`config.mk`:
```
export PLATFORM = sky130hd
export DESIGN_NAME = smp_step_io
export DESIGN_NICKNAME = d
export VERILOG_FILES = /design/src/common/smp_pkg.sv /design/src/design/smp_step_io.sv
export SDC_FILE = /design/constraint.sdc
export NUM_CORES = 1
export LEC_CHECK = 0
export BUFFER_PORTS_ARGS = -buffer_cell sky130_fd_sc_hd__buf_2
export CORE_MARGIN = 2
export CORE_UTILIZATION = 47
export DETAILED_ROUTE_END_ITERATION = 8
export PLACE_DENSITY = 0.66
export SLEW_MARGIN = 5
export SYNTH_ARGS = -nofsm -noshare
export SYNTH_HDL_FRONTEND = slang
export SYNTH_SLANG_ARGS = --single-unit
```
`constraint.sdc`:
```
create_clock -name clk -period 6.1 [get_ports clk]
set_input_delay 0.305 -clock clk [delete_from_list [all_inputs] [get_ports clk]]
set_output_delay 0.305 -clock clk [all_outputs]
set_load 0.005 [all_outputs]
```
`src/common/smp_pkg.sv`:
```
`default_nettype none
package smp_pkg;
	localparam int SMP_NUM_PINS = 8;
	// Index of each input pin in the synchroniser vector
	localparam int SMP_PIN_FWD = 0;
	localparam int SMP_PIN_REV = 1;
	localparam int SMP_PIN_WIND_OFF = 2;
	localparam int SMP_PIN_FREE = 3;
	localparam int SMP_PIN_CLR = 4;
	localparam int SMP_PIN_CS = 5;
	localparam int SMP_PIN_FLT = 6;
	localparam int SMP_PIN_FATAL = 7;
	// Function switch bank positions
	localparam int SMP_SW_RANGE = 0;
	localparam int SMP_SW_FORMAT = 1;
	localparam int SMP_SW_SMOOTH = 2;
	localparam logic SMP_RANGE_ONE = 1'b0;
	localparam logic SMP_TWO_PULSE_FORMAT = 1'b0;
	localparam logic SMP_ONE_PULSE_FORMAT = 1'b1;
	localparam logic [3:0] SMP_SW_DEFAULT = 4'h0;
	localparam logic [3:0] SMP_ROTARY_DEFAULT = 4'h0;
	localparam logic [1:0] SMP_LOAD_WAIT = 2'h2;
	// Angles in units of 0.0000025 degree, so every step angle is whole
	localparam int SMP_POS_W = 22;
	localparam logic [SMP_POS_W-1:0] SMP_ORIGIN_PITCH = 22'h2BF200;
	localparam logic [SMP_POS_W-1:0] SMP_BASE_STEP = 22'h046500;
	localparam logic [SMP_POS_W-1:0] SMP_POS_ZERO = 22'h000000;
	localparam logic [SMP_POS_W-1:0] SMP_STEP_ONE [16] = '{
		22'h046500, 22'h023280, 22'h01C200, 22'h011940, 22'h00E100, 22'h008CA0, 22'h007080, 22'h003840,
		22'h002D00, 22'h001C20, 22'h001680, 22'h000E10, 22'h000B40, 22'h000900, 22'h0005A0, 22'h000480};
	localparam logic [SMP_POS_W-1:0] SMP_STEP_TWO [16] = '{
		22'h0AFC80, 22'h057E40, 22'h03A980, 22'h02BF20, 22'h01D4C0, 22'h015F90, 22'h00AFC8, 22'h005DC0,
		22'h0057E4, 22'h004E20, 22'h004650, 22'h002EE0, 22'h002BF2, 22'h002328, 22'h0015F9, 22'h0002D0};
	// Timing
	localparam int SMP_CLK_HZ = 25000000;
	localparam int SMP_BLINK_MS = 250;
	localparam int SMP_BLINK_CYC = SMP_CLK_HZ / 1000 * SMP_BLINK_MS;
	localparam int SMP_SMOOTH_US = 1000;
	localparam int SMP_SMOOTH_CYC = SMP_CLK_HZ / 1000000 * SMP_SMOOTH_US;
	localparam int SMP_GAP_W = 16;
	localparam int SMP_BLINK_W = 24;
	localparam int SMP_PEND_W = 8;
	typedef enum logic [1:0] {
		SMP_ST_LOAD = 2'b00,
		SMP_ST_RUN = 2'b01,
		SMP_ST_FAULT = 2'b10
	} smp_state_t;
endpackage : smp_pkg
`default_nettype wire

```
`src/design/smp_step_io.sv`:
```
`timescale 1ns/100ps
`default_nettype none
module smp_step_io
	import smp_pkg::*;
#(
	parameter int BLINK_CYC = SMP_BLINK_CYC,
	parameter int SMOOTH_CYC = SMP_SMOOTH_CYC
)(
	input wire logic clk,
	input wire logic nrst,
	input wire logic forward_step_in,
	input wire logic reverse_step_in,
	input wire logic winding_off_in,
	input wire logic free_run_in,
	input wire logic fault_clear_in,
	input wire logic step_size_in,
	input wire logic fault_event_in,
	input wire logic fault_fatal_in,
	input wire logic brake_fitted,
	input wire logic [3:0] function_switch_bank,
	input wire logic [3:0] rotary_step_switch,
	output logic motor_step,
	output logic motor_dir,
	output logic current_on,
	output logic brake_release,
	output logic phase_origin_out,
	output logic fault_out,
	output logic fault_led,
	output logic ready_out,
	output logic [SMP_POS_W-1:0] position
);
	// All levels here mean "optocoupler conducting"
	logic [SMP_NUM_PINS-1:0] pins;
	logic [SMP_NUM_PINS-1:0] sync_a;
	logic [SMP_NUM_PINS-1:0] sync_b;
	logic [SMP_NUM_PINS-1:0] sync_c;
	logic [3:0] sw_a;
	logic [3:0] sw_b;
	logic [3:0] rot_a;
	logic [3:0] rot_b;
	logic brk_a;
	logic brk_b;

	assign pins = {fault_fatal_in, fault_event_in, step_size_in, fault_clear_in,
		free_run_in, winding_off_in, reverse_step_in, forward_step_in};

	genvar gi;
	generate
		for (gi = 0; gi < SMP_NUM_PINS; gi++) begin : g_sync
			always_ff @(posedge clk) begin
				if (!nrst) begin
					sync_a[gi] <= 1'b0;
					sync_b[gi] <= 1'b0;
					sync_c[gi] <= 1'b0;
				end else begin
					sync_a[gi] <= pins[gi];
					sync_b[gi] <= sync_a[gi];
					sync_c[gi] <= sync_b[gi];
				end
			end
		end
	endgenerate

	always_ff @(posedge clk) begin
		if (!nrst) begin
			sw_a <= SMP_SW_DEFAULT;
			sw_b <= SMP_SW_DEFAULT;
			rot_a <= SMP_ROTARY_DEFAULT;
			rot_b <= SMP_ROTARY_DEFAULT;
			brk_a <= 1'b0;
			brk_b <= 1'b0;
		end else begin
			sw_a <= function_switch_bank;
			sw_b <= sw_a;
			rot_a <= rotary_step_switch;
			rot_b <= rot_a;
			// Strap may be a jumper wired off-board, so it is synchronised like a pin
			brk_a <= brake_fitted;
			brk_b <= brk_a;
		end
	end

	function automatic logic rise(input int idx, input logic [SMP_NUM_PINS-1:0] now,
		input logic [SMP_NUM_PINS-1:0] prev);
		rise = now[idx] & ~prev[idx];
	endfunction : rise

	function automatic logic [SMP_POS_W-1:0] step_angle(input logic range_sel, input logic [3:0] dial);
		step_angle = (range_sel == SMP_RANGE_ONE) ? SMP_STEP_ONE[dial] : SMP_STEP_TWO[dial];
	endfunction : step_angle

	// Main state
	smp_state_t state;
	smp_state_t next_state;
	logic [1:0] load_cnt;
	logic [1:0] next_load_cnt;
	logic [3:0] cfg_sw;
	logic [3:0] next_cfg_sw;
	logic [3:0] cfg_rot;
	logic [3:0] next_cfg_rot;
	logic fatal_hold;
	logic next_fatal_hold;
	logic [SMP_POS_W-1:0] next_position;
	logic next_motor_step;
	logic next_motor_dir;
	logic [SMP_PEND_W-1:0] pend;
	logic [SMP_PEND_W-1:0] next_pend;
	logic pend_dir;
	logic next_pend_dir;
	logic [SMP_GAP_W-1:0] gap;
	logic [SMP_GAP_W-1:0] next_gap;
	logic [SMP_BLINK_W-1:0] blink_cnt;
	logic [SMP_BLINK_W-1:0] next_blink_cnt;
	logic next_fault_led;
	logic next_current_on;
	logic next_brake_release;
	logic next_ready_out;
	logic next_fault_out;
	logic next_phase_origin_out;

	logic wind_off;
	logic free;
	logic step_req;
	logic step_dir;
	logic [SMP_POS_W-1:0] angle;
	logic fire;
	logic fire_dir;

	always_comb begin
		wind_off = sync_b[SMP_PIN_WIND_OFF];
		free = sync_b[SMP_PIN_FREE];
		// Input format decides which pins mean step and direction
		if (cfg_sw[SMP_SW_FORMAT] == SMP_ONE_PULSE_FORMAT) begin
			step_req = rise(SMP_PIN_FWD, sync_b, sync_c);
			step_dir = sync_b[SMP_PIN_REV];
		end else begin
			step_req = rise(SMP_PIN_FWD, sync_b, sync_c) ^ rise(SMP_PIN_REV, sync_b, sync_c);
			step_dir = rise(SMP_PIN_REV, sync_b, sync_c);
		end
		// Step-size select forces the base angle
		angle = sync_b[SMP_PIN_CS] ? SMP_BASE_STEP : step_angle(cfg_sw[SMP_SW_RANGE], cfg_rot);
	end

	always_comb begin
		next_state = state;
		next_load_cnt = load_cnt;
		next_cfg_sw = cfg_sw;
		next_cfg_rot = cfg_rot;
		next_fatal_hold = fatal_hold;
		next_pend = pend;
		next_pend_dir = pend_dir;
		next_gap = gap;
		fire = 1'b0;
		fire_dir = step_dir;
		case (state)
			SMP_ST_LOAD: begin
				// Switches caught once after power-up, then frozen
				if (load_cnt == SMP_LOAD_WAIT) begin
					next_cfg_sw = sw_b;
					next_cfg_rot = rot_b;
					next_state = SMP_ST_RUN;
				end else begin
					next_load_cnt = load_cnt + 2'h1;
				end
			end
			SMP_ST_RUN: begin
				if (sync_b[SMP_PIN_FLT] || sync_b[SMP_PIN_FATAL]) begin
					next_state = SMP_ST_FAULT;
					next_fatal_hold = sync_b[SMP_PIN_FATAL];
					next_pend = '0;
				end else if (cfg_sw[SMP_SW_SMOOTH]) begin
					// Smoothing paces queued steps; a step in the other direction is dropped until the queue drains
					if (ready_out && step_req && (pend == '0 || pend_dir == step_dir) && pend != '1) begin
						next_pend = pend + 1'b1;
						next_pend_dir = step_dir;
					end
					if (gap != '0) begin
						next_gap = gap - 1'b1;
					end else if (pend != '0 && ready_out) begin
						fire = 1'b1;
						fire_dir = pend_dir;
						next_pend = next_pend - 1'b1;
						next_gap = SMP_GAP_W'(SMOOTH_CYC - 1);
					end
				end else begin
					fire = ready_out & step_req;
				end
			end
			SMP_ST_FAULT: begin
				// Only a rising reset edge clears, never a held level; fatal class stays
				// A cause still present at the clear edge wins over the clear
				if (rise(SMP_PIN_CLR, sync_b, sync_c) && !fatal_hold && !sync_b[SMP_PIN_FLT] &&
					!sync_b[SMP_PIN_FATAL]) begin
					next_state = SMP_ST_RUN;
				end
				if (sync_b[SMP_PIN_FATAL]) begin
					next_fatal_hold = 1'b1;
				end
			end
			default: begin
				next_state = SMP_ST_LOAD;
			end
		endcase
	end

	always_comb begin
		next_position = position;
		next_motor_step = fire;
		next_motor_dir = motor_dir;
		if (fire) begin
			next_motor_dir = fire_dir;
			// One configured angle per step, wrapping on the origin pitch
			if (!fire_dir) begin
				next_position = (position >= SMP_ORIGIN_PITCH - angle) ?
					position - (SMP_ORIGIN_PITCH - angle) : position + angle;
			end else begin
				next_position = (position >= angle) ?
					position - angle : position + (SMP_ORIGIN_PITCH - angle);
			end
		end
		next_phase_origin_out = (next_position == SMP_POS_ZERO);
		next_current_on = (next_state == SMP_ST_RUN) && !wind_off && !free;
		// Brake stays held under winding-off or alarm, released under free-run, which wins over both
		next_brake_release = brk_b && (free || next_current_on);
		next_ready_out = (next_state == SMP_ST_RUN) && !wind_off && !free &&
			(!brk_b || next_brake_release);
		next_fault_out = (next_state != SMP_ST_FAULT);
		if (next_state == SMP_ST_FAULT) begin
			if (blink_cnt == '0) begin
				next_blink_cnt = SMP_BLINK_W'(BLINK_CYC - 1);
				next_fault_led = ~fault_led;
			end else begin
				next_blink_cnt = blink_cnt - 1'b1;
				next_fault_led = fault_led;
			end
		end else begin
			next_blink_cnt = '0;
			next_fault_led = 1'b0;
		end
	end

	always_ff @(posedge clk) begin
		if (!nrst) begin
			state <= SMP_ST_LOAD;
			load_cnt <= 2'h0;
			cfg_sw <= SMP_SW_DEFAULT;
			cfg_rot <= SMP_ROTARY_DEFAULT;
			fatal_hold <= 1'b0;
			position <= SMP_POS_ZERO;
			motor_step <= 1'b0;
			motor_dir <= 1'b0;
			pend <= '0;
			pend_dir <= 1'b0;
			gap <= '0;
			blink_cnt <= '0;
			fault_led <= 1'b0;
			current_on <= 1'b0;
			brake_release <= 1'b0;
			ready_out <= 1'b0;
			fault_out <= 1'b1;
			phase_origin_out <= 1'b1;
		end else begin
			state <= next_state;
			load_cnt <= next_load_cnt;
			cfg_sw <= next_cfg_sw;
			cfg_rot <= next_cfg_rot;
			fatal_hold <= next_fatal_hold;
			position <= next_position;
			motor_step <= next_motor_step;
			motor_dir <= next_motor_dir;
			pend <= next_pend;
			pend_dir <= next_pend_dir;
			gap <= next_gap;
			blink_cnt <= next_blink_cnt;
			fault_led <= next_fault_led;
			current_on <= next_current_on;
			brake_release <= next_brake_release;
			ready_out <= next_ready_out;
			fault_out <= next_fault_out;
			phase_origin_out <= next_phase_origin_out;
		end
	end
endmodule : smp_step_io
`default_nettype wire

```
### After elaboration in Yosys (flattened, before gate mapping)

Memories as Yosys holds them, arrays and structs flattened.
Cells that the tools add are included.

| operators by class | value |
|---|---|
| multiplexer cells | 40 |
| eq/ne operators | 10 |
| add/subtract/negate cells | 10 |
| magnitude comparators | 3 |
| bitwise logic cells | 14 |
| reductions and logical operators | 38 |

Operators by type and width:

| kind | count |
|---|---|
| $mux 22 | 10 |
| $mux 8 | 8 |
| $add 22x22->22 | 2 |
| $ge 22x22->1 | 2 |
| $sub 22x22->22 | 2 |
| $mux 16 | 2 |
| $logic_not 24->1 | 1 |
| $sub 24x1->24 const B | 1 |
| $mux 23 | 1 |
| $logic_not 22->1 | 1 |
| $sub 22x22->22 const A | 1 |
| $reduce_bool 16->1 | 1 |
| $sub 16x1->16 const B | 1 |
| $mux 1 | 14 |
| $logic_and 1x1->1 | 11 |
| $add 8x1->8 const B | 1 |
| $logic_not 8->1 | 1 |
| $ne 8x8->1 const B | 1 |
| $not 1->1 | 8 |
| $reduce_and 2->1 | 4 |
| $reduce_and 4->1 | 2 |
| $reduce_bool 8->1 | 1 |
| $sub 8x1->8 const B | 1 |
| $eq 2x2->1 const B | 3 |
| 17 further kinds | 35 |

| word-level totals | value |
|---|---|
| input port bits | 19 |
| flip-flop bits (word level) | 126 |
| logic and storage cells | 161 |
| bits in read-only memories | 704 |
| memories kept | 2 |

Memories:

| name | words | width | read ports | clocked after memory_dff | write ports | line | source |
|---|---|---|---|---|---|---|---|
| (no name shown) | 16 | 22 | 1 | 0 | 0 | smp_step_io.sv:89 | `step_angle = (range_sel == SMP_RANGE_ONE) ? SMP_STEP_ONE[dial] : SMP_STEP_TWO[dial];` |
| (no name shown) | 16 | 22 | 1 | 0 | 0 | smp_step_io.sv:89 |  |

### Logic depth before layout (Yosys ltp)

Gate-level depths: netlist of run 1.

| depth | value |
|---|---|
| depth in word-level cells | 16 |
| depth in mapped cells | 29 |
| mapped depth without buffers | 27 |

### Worst setup path after synthesis of run 1

No wires, ideal clock.

| timing | value |
|---|---|
| path type | register to register |
| start point | register cfg_rot[1] |
| end point | register phase_origin_out |
| stages on the path, launching flop included | 27 |
| path buffers | 1 |
| slack | 0.085 ns |
| library setup time | 0.096 ns |
| period minus slack after synthesis | 6.015 ns |
| arrival | 5.920 ns |
| cells stage by stage | dfxtp_1 -> inv_1 -> ha_1 -> nor2b_1 -> o21ai_0 -> a21oi_1 -> o21ai_0 -> nand4_1 -> or3_1 -> o21ai_0 -> a21oi_1 -> and3_1 -> xnor2_1 -> ha_1 -> buf_2 -> nor2b_1 -> o21ai_0 -> nand2b_1 -> a221o_1 -> o21ai_1 -> nand2_1 -> nand2_1 -> o32a_1 -> a21oi_1 -> a2111oi_0 -> or3b_1 -> o41ai_2 |

| between the ends | value |
|---|---|
| word-level cells in the longest chain between the ends | 12 |

Ends and longest elaborated chain:

| what | line | source |
|---|---|---|
| start, declared | smp_step_io.sv:99 | `logic [3:0] cfg_rot;` |
| start signal, assigned | smp_step_io.sv:266 | `cfg_rot <= next_cfg_rot;` |
| $not 4->5 (not written as such) (*) | smp_step_io.sv:89 |  |
| $mem_v2 16x22 | - |  |
| $mux 22 (not written as such) (2 in a row) | smp_step_io.sv:89 |  |
| $mux 22 (*) | smp_step_io.sv:89 |  |
| $mux 22 (*) | smp_step_io.sv:141 | `angle = sync_b[SMP_PIN_CS] ? SMP_BASE_STEP : step_angle(cfg_sw[SMP_SW_RANGE], cfg_rot);` |
| $sub 22x22->22 | smp_step_io.sv:214, smp_step_io.sv:215, smp_step_io.sv:218 |  |
| $sub 22x22->22, or another cell as far along | smp_step_io.sv:215 | `position - (SMP_ORIGIN_PITCH - angle) : position + angle;` |
| $mux 22, on equally long branches | smp_step_io.sv:214, smp_step_io.sv:217 |  |
| $mux 22 (*) | smp_step_io.sv:213 | `if (!fire_dir) begin` |
| $mux 22 (*) | smp_step_io.sv:210 | `if (fire) begin` |
| $logic_not 22->1 (*) | smp_step_io.sv:221 | `next_phase_origin_out = (next_position == SMP_POS_ZERO);` |
| end signal, assigned | smp_step_io.sv:280 | `phase_origin_out <= next_phase_origin_out;` |
| end, declared | smp_step_io.sv:26 | `output logic phase_origin_out,` |

Mark *: on every way between the ends. The rest lies on a longest branch, timed or not. The select of a mux whose other input is x is not followed.
A chain may end at the register's enable or synchronous reset.

### Worst setup path after layout of run 1

Same ends and word-level chain as after synthesis.

==> impl_metrics.json, run 1 <==
{
  "status": "completed",
  "synthesis.nets": 1578,
  "fin_setup_tns_ps": 0,
  "maxCapViolations": 0,
  "grt_pass1_vias": 9782,
  "p_comb_frac": 0.355,
  "worst_ep_required_time_ps": 6420,
  "cp-end-kind": "flip-flop",
  "wire_per_inst_um": 16.6,
  "setup_violations": 0,
  "hp-class": "in2reg",
  "worst_r2r_path_depth": 28,
  "wl_mm": 30.5,
  "die_width_um": 157,
  "worstReg2RegStart": "cfg_rot[1]",
  "worstSetupStartpoint": "cfg_rot[1]",
  "worstMarginPinSlew_ps": 772,
  "holdBufCountCts": 0,
  "max_freq_mhz": 176,
  "internal_power_mw": 2.02,
  "antenna_found_initial": 0,
  "hpwlAfterDp_mm": 23.2,
  "power_switching_mw": 1.09,
  "htree_levels": 4,
  "swShare": 0.350,
  "crit_type": "reg2reg",
  "synthArstFlopShare": 0,
  "clk_pin_slew_ps": 60,
  "grt_overflow": 0,
  "arrival_ps": 6000,
  "hold_viol_final": 0,
  "fin_skew_ps": 5.72,
  "antenna_cells": 0,
  "drc_errors": 0,
  "p_leak_nw": 5.47,
  "die-height_um": 157,
  "syn_avg_cell_area_um2": 7.55,
  "core-area_um2": 22800,
  "synth_edf_count": 0,
  "cpMaxStageDelayCell": "or3_4",
  "synth_warnings": 0,
  "io_buffers": 47,
  "pwr-share-clk": 0.352,
  "synth.distinct_cells": 84,
  "syn_to_final_growth_pct": 14.2,
  "synth_flop_cell": "dfxtp_1",
  "synth_seq_cells": 126,
  "clk_latency_ps": 410,
  "whs_ps": 97.9,
  "cts_tree": "done",
  "slowest_delay_ps": 410,
  "min_period_over_period": 0.932,
  "die_area_um2": 24600,
  "cts_buffer_depth": 2,
  "power_frac_seq": 0.294,
  "cts_root_buffer": "clkbuf_16",
  "drt_pass1_iterations": 7,
  "num_rows": 55,
  "cts_buffers": 17,
  "grt_pass1_wl_mm": 49.0,
  "cp-start-kind": "flip-flop",
  "slew_headroom": 0.486,
  "path_common_cell": "buf_4",
  "io_pins": 49,
  "gp_congestion": 0.923,
  "crit_fanout": 6,
  "viasPerCell": 5.69,
  "drive_gt1_frac": 0.130,
  "min_path_cells": 2,
  "maxSlewViolCount": 0,
  "grt_max_degree": 54,
  "period_minus_slack_ps": 5680,
  "hp-start": "rotary_step_switch[3]",
  "vdd_drop_max_v": 0.000260,
  "yosysSeqAreaShare": 0.230,
  "synthCells": 1455,
  "netlist_area_um2": 11000,
  "power_density_nw_per_um2": 247,
  "finalNetCount": 1631,
  "antenna_left": 0,
  "vias": 10400,
  "nFillCells": 2127,
  "start_util": 0.482,
  "grt_usage": 0.249,
  "rrSetupSlack_ps": 420,
  "clock-sinks": 126,
  "drt-initial-drc-count": 916
}
## synthesized netlist by cell type, types with 6 or more instances
cell	n	share of area
nor2_1	176	0.060
a21oi_1	130	0.059
dfxtp_1	126	0.23
ha_1	100	0.11
inv_1	97	0.033
xnor2_1	88	0.070
nand2_1	77	0.026
o21ai_0	76	0.035
clkbuf_1	51	0.017
and2_1	49	0.028
nor3_1	47	0.021
xor2_1	37	0.030
nand2b_1	26	0.015
nor2b_1	25	0.014
nor4_1	21	0.012
a211oi_1	20	0.014
nand3_1	20	0.0091
or3_1	19	0.011
a31oi_1	18	0.010
mux2i_1	16	0.015
o211ai_1	16	0.011
o21bai_1	14	0.0096
a21o_1	11	0.0075
buf_2	11	0.0050
o31ai_1	11	0.0075
and3_1	10	0.0057
nand4_1	9	0.0051
o21a_1	9	0.0062
nor3b_1	8	0.0055
or2_2	8	0.0046
or4_1	8	0.0055
a22oi_1	7	0.0048
nor4b_1	7	0.0056
o22ai_1	7	0.0040
buf_1	6	0.0021
## cell type report
type | instances | area, um^2 | area share
timing repair buffer | 105 | 696 | 0.0555
sequential | 126 | 2520 | 0.201
multi-input combinational | 1161 | 7950 | 0.633
clock inverter | 13 | 185 | 0.0148
tap | 313 | 392 | 0.0312
clock buffer | 18 | 439 | 0.0350
inverter | 97 | 364 | 0.0290
## final timing paths
path	endpoint
worst max-delay path	phase_origin_out
worst min-delay path	rot_a[3]
worst max register to register	phase_origin_out
worst min register to register	brake_release
## state kept, by name, indices dropped and copies added (netlist names), 3 cells and up
signal and cells:
blink_cnt 24, cfg_rot 4, cfg_sw 3, gap 16, pend 8, position 22, rot_a 4, rot_b 4
sw_a 3, sw_b 3, sync_a 8, sync_b 6, sync_c 3
## worst max-delay path, delay by kind of cell, from the launching register on
kind / cells / cell delay (ps)
compound gates: 11 / 1940
simple gates: 10 / 1890
fa+ha+maj: 2 / 730
buf+inv: 4 / 550
flops: 1 / 320
xor+xnor: 1 / 180
## routing by layer
| metal | track usage | up-vias | part of all wire |
|---|---|---|---|
| met5 | 0 | - | 0 |
| met2 | 0.409 | 311 | 0.46 |
| met1 | 0.331 | 4838 | 0.46 |
| met4 | 0.0882 | 0 | 0.029 |
| li1 | - | 5226 | - |
| met3 | 0.0368 | 52 | 0.051 |
## repair_timing
item                       CTS  global route
pin swaps                    0             5
gates resized for setup      2            35
buffers inserted             0             4
gates cloned                 0             0
setup endpoints to repair    1             2
## per-stage QoR
step | instance area (um^2) | total power [mW] | std cells | utilization | setup slack (ps)
6_report | 12500 | 3.10 | 1833 | 0.551 | 416
5_1_grt | 12500 | 3.28 | 1833 | 0.551 | -42.1
4_1_cts | 12400 | 3.08 | 1829 | 0.544 | 61.2
3_5_place_dp | 11800 | 1.97 | 1798 | 0.516 | 22.8
3_3_place_gp | 11800 | 1.96 | 1798 | 0.516 | 151
2_1_floorplan | 11000 | 1.71 | 1455 | - | 84.6
## power by group through the flow
| stage | clock network, mW | logic [mW] | registers [mW] |
|---|---|---|---|
| detailed placement | 0 | 1.05 | 0.926 |
| finish | 1.09 | 1.10 | 0.911 |
| global placement | 0 | 1.04 | 0.925 |
| CTS | 1.11 | 1.07 | 0.909 |
| global route | 1.15 | 1.22 | 0.915 |
| floorplan | 0 | 0.793 | 0.916 |
## logic make-up (layout without fill, tap and decap cells)
logic type | after synthesis | after routing | share of synthesized area
AO/OA/AOI/OAI | 378 | 378 | 0.219
buffers and inverters | 168 | 233 | 0.0600
adder cells (fa/ha/maj) | 104 | 104 | 0.121
AND/OR/NAND/NOR | 534 | 534 | 0.250
XOR/XNOR | 125 | 125 | 0.0997
multiplexers | 20 | 20 | 0.0199
flip-flops | 126 | 126 | 0.230
## cells in the final DEF, fill, tap and decap left out, types with 25 or more instances in the layout
cell type	count
buf_4	56
xnor2_1	85
nor2b_1	25
nand2b_1	25
a21oi_1	126
inv_1	96
nor3_1	45
and2_1	49
nor2_1	175
dfxtp_1	126
nand2_1	76
o21ai_0	71
ha_1	96
buf_2	47
xor2_1	37
No activity file was read; power rests on OpenSTA's default activity.
==> run 2: changes to the inputs <==
Settings changed: CORE_ASPECT_RATIO set to 1.5, CORE_UTILIZATION 47 to 57, PLACE_DENSITY 0.66 to not set, PLACE_DENSITY_LB_ADDON set to 0.2.
==> impl_metrics.json, run 2 (synthesis gave the netlist of run 1 again) <==
{
  "cts_tree": "done",
  "antenna_cells": 0,
  "cts_root_buffer": "clkbuf_16",
  "fin_ws_ps": 180,
  "pre_cts_ws_ps": -48.6,
  "fin_skew_ps": 12.1,
  "drive_gt1_frac": 0.173,
  "holdBufCountCts": 0,
  "grt_pass1_wl_mm": 54.7,
  "p_leak_nw": 5.84,
  "grt_usage": 0.338,
  "slowest_delay_ps": 480,
  "grt_util_met1": 0.334,
  "maxCapViolations": 0,
  "status": "completed",
  "top_register": "blink_cnt",
  "whs_endpoint": "sync_a[3]",
  "worstSetupStartpoint": "cfg_rot[0]",
  "hold_viol_final": 0,
  "cpMaxStageDelayCell": "nor3_1",
  "power_density_nw_per_um2": 236,
  "finalNetCount": 1712,
  "die_width_um": 117,
  "clk_latency_ps": 450,
  "min_path_cells": 2,
  "cp.depth": 27,
  "hpwlAfterDp_mm": 27.3,
  "cts_buffer_depth": 2,
  "grt_pass1_vias": 10900,
  "die-height_um": 174,
  "nFillCells": 1674,
  "final_common_cell": "nor2_1",
  "drt-initial-drc-count": 769,
  "grt.met3_usage": 0.0430,
  "grt_max_degree": 46,
  "crit_type": "reg2reg",
  "vias": 11100,
  "viasPerCell": 5.99,
  "grt_overflow": 0,
  "wire_per_inst_um": 18.9,
  "cp-end-kind": "flip-flop",
  "antenna_found_initial": 0,
  "core-area_um2": 19000,
  "period_minus_slack_ps": 5920,
  "worstReg2RegStart": "cfg_rot[0]",
  "maxSlewViolCount": 0,
  "cp_num_buf_inv": 8,
  "top_regs": "blink_cnt x24, position x22, gap x16",
  "antenna_left": 0,
  "worstMarginPinSlew_ps": 836,
  "num_rows": 62,
  "hp-start": "free_run_in",
  "gp_congestion": 1.02,
  "clk_pin_slew_ps": 60,
  "io_buffers": 47,
  "clock-sinks": 126,
  "slew_headroom": 0.440,
  "drc_errors": 0,
  "place_area_um2": 12300,
  "arrival_ps": 6270,
  "io_pins": 49,
  "path_common_cell": "buf_4",
  "critPathTopFamily": "simple AND/OR/NAND/NOR gates",
  "htree_levels": 4,
  "hp-class": "in2reg",
  "cts_buffers": 17,
  "setup_violations": 0,
  "start_util": 0.578,
  "vdd_drop_max_v": 0.000333,
  "worst_ep_required_time_ps": 6450,
  "worst_r2r_path_depth": 27,
  "cp-start-kind": "flip-flop",
  "fin_util": 0.686,
  "drt_pass1_iterations": 5,
  "syn_to_final_growth_pct": 18.6,
  "min_period_over_period": 0.971,
  "wl_mm": 35.1,
  "die_area_um2": 20400,
  "whs_ps": 66.9,
  "layout_common_cells": "nor2_1, buf_4, a21oi_1, dfxtp_1, ha_1",
  "rrSetupSlack_ps": 180,
  "regToRegEndpoint": "phase_origin_out",
  "crit_fanout": 5,
  "fin_setup_tns_ps": 0,
  "largest_reg_flops": 24,
  "grt_use_met2": 0.636,
  "max_freq_mhz": 169,
  "busiest_layer": "met2",
  "stdcell_area_um2": 13000
}
==> run 2: cell type report <==
class                   count  area (um^2)  area share
clock buffers              18          429      0.0329
repair buffers            186         1290      0.0991
clock inverters            14          136      0.0105
well taps                 256          320      0.0246
inverters                  97          364      0.0279
multi-input cells        1161         7970       0.611
flip-flops and latches    126         2520       0.194
==> run 2: worst max path at each step <==
stage,slack [ps],endpoint
after floorplan,80,phase_origin_out
after global placement,-20,phase_origin_out
after detailed placement,-50,phase_origin_out
after CTS,8,phase_origin_out
after global routing,-90,phase_origin_out
final,180,phase_origin_out
==> run 2: power breakdown <==
part           switching (mW)  total (mW)  leakage (nW)  internal [mW]
registers              0.0424       0.910          1.02          0.868
clock network           0.420       0.985         0.267          0.565
logic                   0.672        1.19          4.55          0.513
total                    1.14        3.08          5.84           1.95
==> run 2: routing by layer <==
metal / up-vias / wire [um]
li1: 5411 / -
met1: 5129 / 12400
met2: 421 / 18100
met3: 167 / 1610
met4: 0 / 2860
met5: - / 0
==> run 2: timing repair <==
item / CTS / global route
pin swaps: 0 / 13
gates resized for setup: 1 / 39
setup endpoints to repair: 1 / 3
buffers inserted: 0 / 5
==> run 2: per-stage QoR <==
step,cells,power [mW]
floorplan,1455,1.71
global placement,1821,2.02
detailed placement,1821,2.04
CTS,1853,3.03
global route,1858,3.24
finish,1858,3.08
==> run 3: changes to the inputs <==
Settings changed: ABC_CLOCK_PERIOD_IN_PS set to 6100, CORE_MARGIN 2 to not set.
==> impl_metrics.json, run 3 (synthesis gave the netlist of run 1 again) <==
{
  "status": "completed",
  "stdcell_area_um2": 12700,
  "cts_buffers": 17,
  "fin_util": 0.680,
  "clock-sinks": 126,
  "antenna_cells": 0,
  "setup_violations": 0,
  "die_area_um2": 19800,
  "cp-end-kind": "flip-flop",
  "htree_levels": 4,
  "clk_pin_slew_ps": 60,
  "drt_pass1_iterations": 7,
  "fin_setup_tns_ps": 0,
  "place_area_um2": 11900,
  "dp_cells": 1765,
  "io_pins": 49,
  "slew_headroom": 0.299,
  "cp-start-kind": "flip-flop",
  "die-height_um": 172,
  "syn_to_final_growth_pct": 15.8,
  "grt_max_degree": 45,
  "grt_pass1_vias": 10600,
  "rrSetupSlack_ps": 260,
  "cts_root_buffer": "clkbuf_16",
  "drive_gt1_frac": 0.143,
  "die_width_um": 115,
  "finalNetCount": 1659,
  "viasPerCell": 6.06,
  "largest_reg_flops": 24,
  "wire_per_inst_um": 19.3,
  "pre_cts_ws_ps": -86.8,
  "holdBufCountCts": 0,
  "maxCapViolations": 0,
  "power_density_nw_per_um2": 254,
  "top_register": "blink_cnt",
  "drt-initial-drc-count": 637,
  "p_leak_nw": 5.61,
  "min_period_over_period": 0.958,
  "layout_common_cells": "nor2_1, a21oi_1, dfxtp_1, ha_1, inv_1",
  "whs_ps": 72.7,
  "io_buffers": 47,
  "min_path_cells": 2,
  "start_util": 0.587,
  "cts_tree": "done",
  "vdd_drop_max_v": 0.000338,
  "hp-class": "in2reg",
  "period_minus_slack_ps": 5840,
  "worst_ep_required_time_ps": 6450,
  "arrival_ps": 6190,
  "fin_ws_ps": 258,
  "wl_mm": 34.8,
  "grt_overflow": 0,
  "num_rows": 61,
  "top_regs": "blink_cnt x24, position x22, gap x16",
  "crit_fanout": 7,
  "hpwlAfterDp_mm": 26.2,
  "fin_total_pwr_mw": 3.23,
  "drc_errors": 0,
  "core-area_um2": 18700,
  "antenna_left": 0,
  "whs_endpoint": "sync_a[2]",
  "vias": 10900,
  "clk_latency_ps": 450,
  "final_common_cell": "nor2_1",
  "maxSlewViolCount": 0,
  "gp_congestion": 1.10,
  "antenna_found_initial": 1,
  "hp-start": "winding_off_in",
  "grt_usage": 0.360,
  "crit_type": "reg2reg",
  "worst_r2r_path_depth": 26,
  "worstMarginPinSlew_ps": 1040,
  "hold_viol_final": 0,
  "grt_pass1_wl_mm": 53.9,
  "worstReg2RegStart": "cfg_rot[0]",
  "regToRegEndpoint": "phase_origin_out",
  "fin_skew_ps": 16.1,
  "max_freq_mhz": 171,
  "final_cells": 1801,
  "cts_buffer_depth": 2
}
[run 3: cell count changes in the layout (fill, tap and decap cells not counted), sizes merged]
cell / change
buf: -53
clkinv: -5
bufinv: +4
clkbuf: +1
[run 3: power by group]
group / internal [mW] / leakage [nW] / total [mW] / switching (mW)
Sequential: 0.868 / 1.02 / 0.910 / 0.0426
Combinational: 0.486 / 4.28 / 1.17 / 0.687
Clock: 0.737 / 0.310 / 1.15 / 0.411
[run 3: critical path: stages, from the launching register on]
cell and delay, ps:
dfxtp_1 330, buf_4 170, ha_1 260, o21ai_0 210, o211ai_1 160, o211ai_1 160
nand4_1 190, or3_4 420, o21ai_2 130, buf_4 130, nand2_1 60, xnor2_1 280
ha_1 300, buf_4 180, inv_1 150, a21oi_1 90, o31a_1 280, a21boi_1 330
o21ai_2 110, nand2_1 170, buf_4 200, mux2i_1 200, nor2_1 90, nand4b_1 280
nor4_1 290, nand4b_1 250, o41ai_2 310
[run 3: layout make-up]
cell class | instances | area [um^2]
timing repair buffer | 133 | 906
multi-input combinational | 1161 | 7960
fill | 1621 | 5980
inverter | 97 | 364
tap | 252 | 315
sequential | 126 | 2520
clock buffer | 19 | 443
clock inverter | 13 | 209
[run 3: metal layers]
metal | up-vias | share of wire | global-route usage
met1 | 5068 | 0.37 | 0.361
met2 | 382 | 0.49 | 0.628
met3 | 189 | 0.058 | 0.0806
met4 | 0 | 0.087 | 0.302
li1 | 5281 | - | -
met5 | - | 0 | 0
[run 3: repair_timing]
action	4_1_cts	5_1_grt
resized for setup	3	32
setup endpoints to repair	1	5
pin swaps	1	13
buffers inserted	1	3
[run 3: worst max path at each step]
stage,cells past startpoint,end,start,slack (ps)
5_1_grt,29,phase_origin_out,cfg_rot[0],-30
2_1_floorplan,26,phase_origin_out,cfg_rot[1],80
3_5_place_dp,26,phase_origin_out,cfg_rot[1],-90
3_3_place_gp,28,phase_origin_out,cfg_rot[1],-20
6_report,26,phase_origin_out,cfg_rot[0],260
4_1_cts,28,phase_origin_out,cfg_rot[1],4
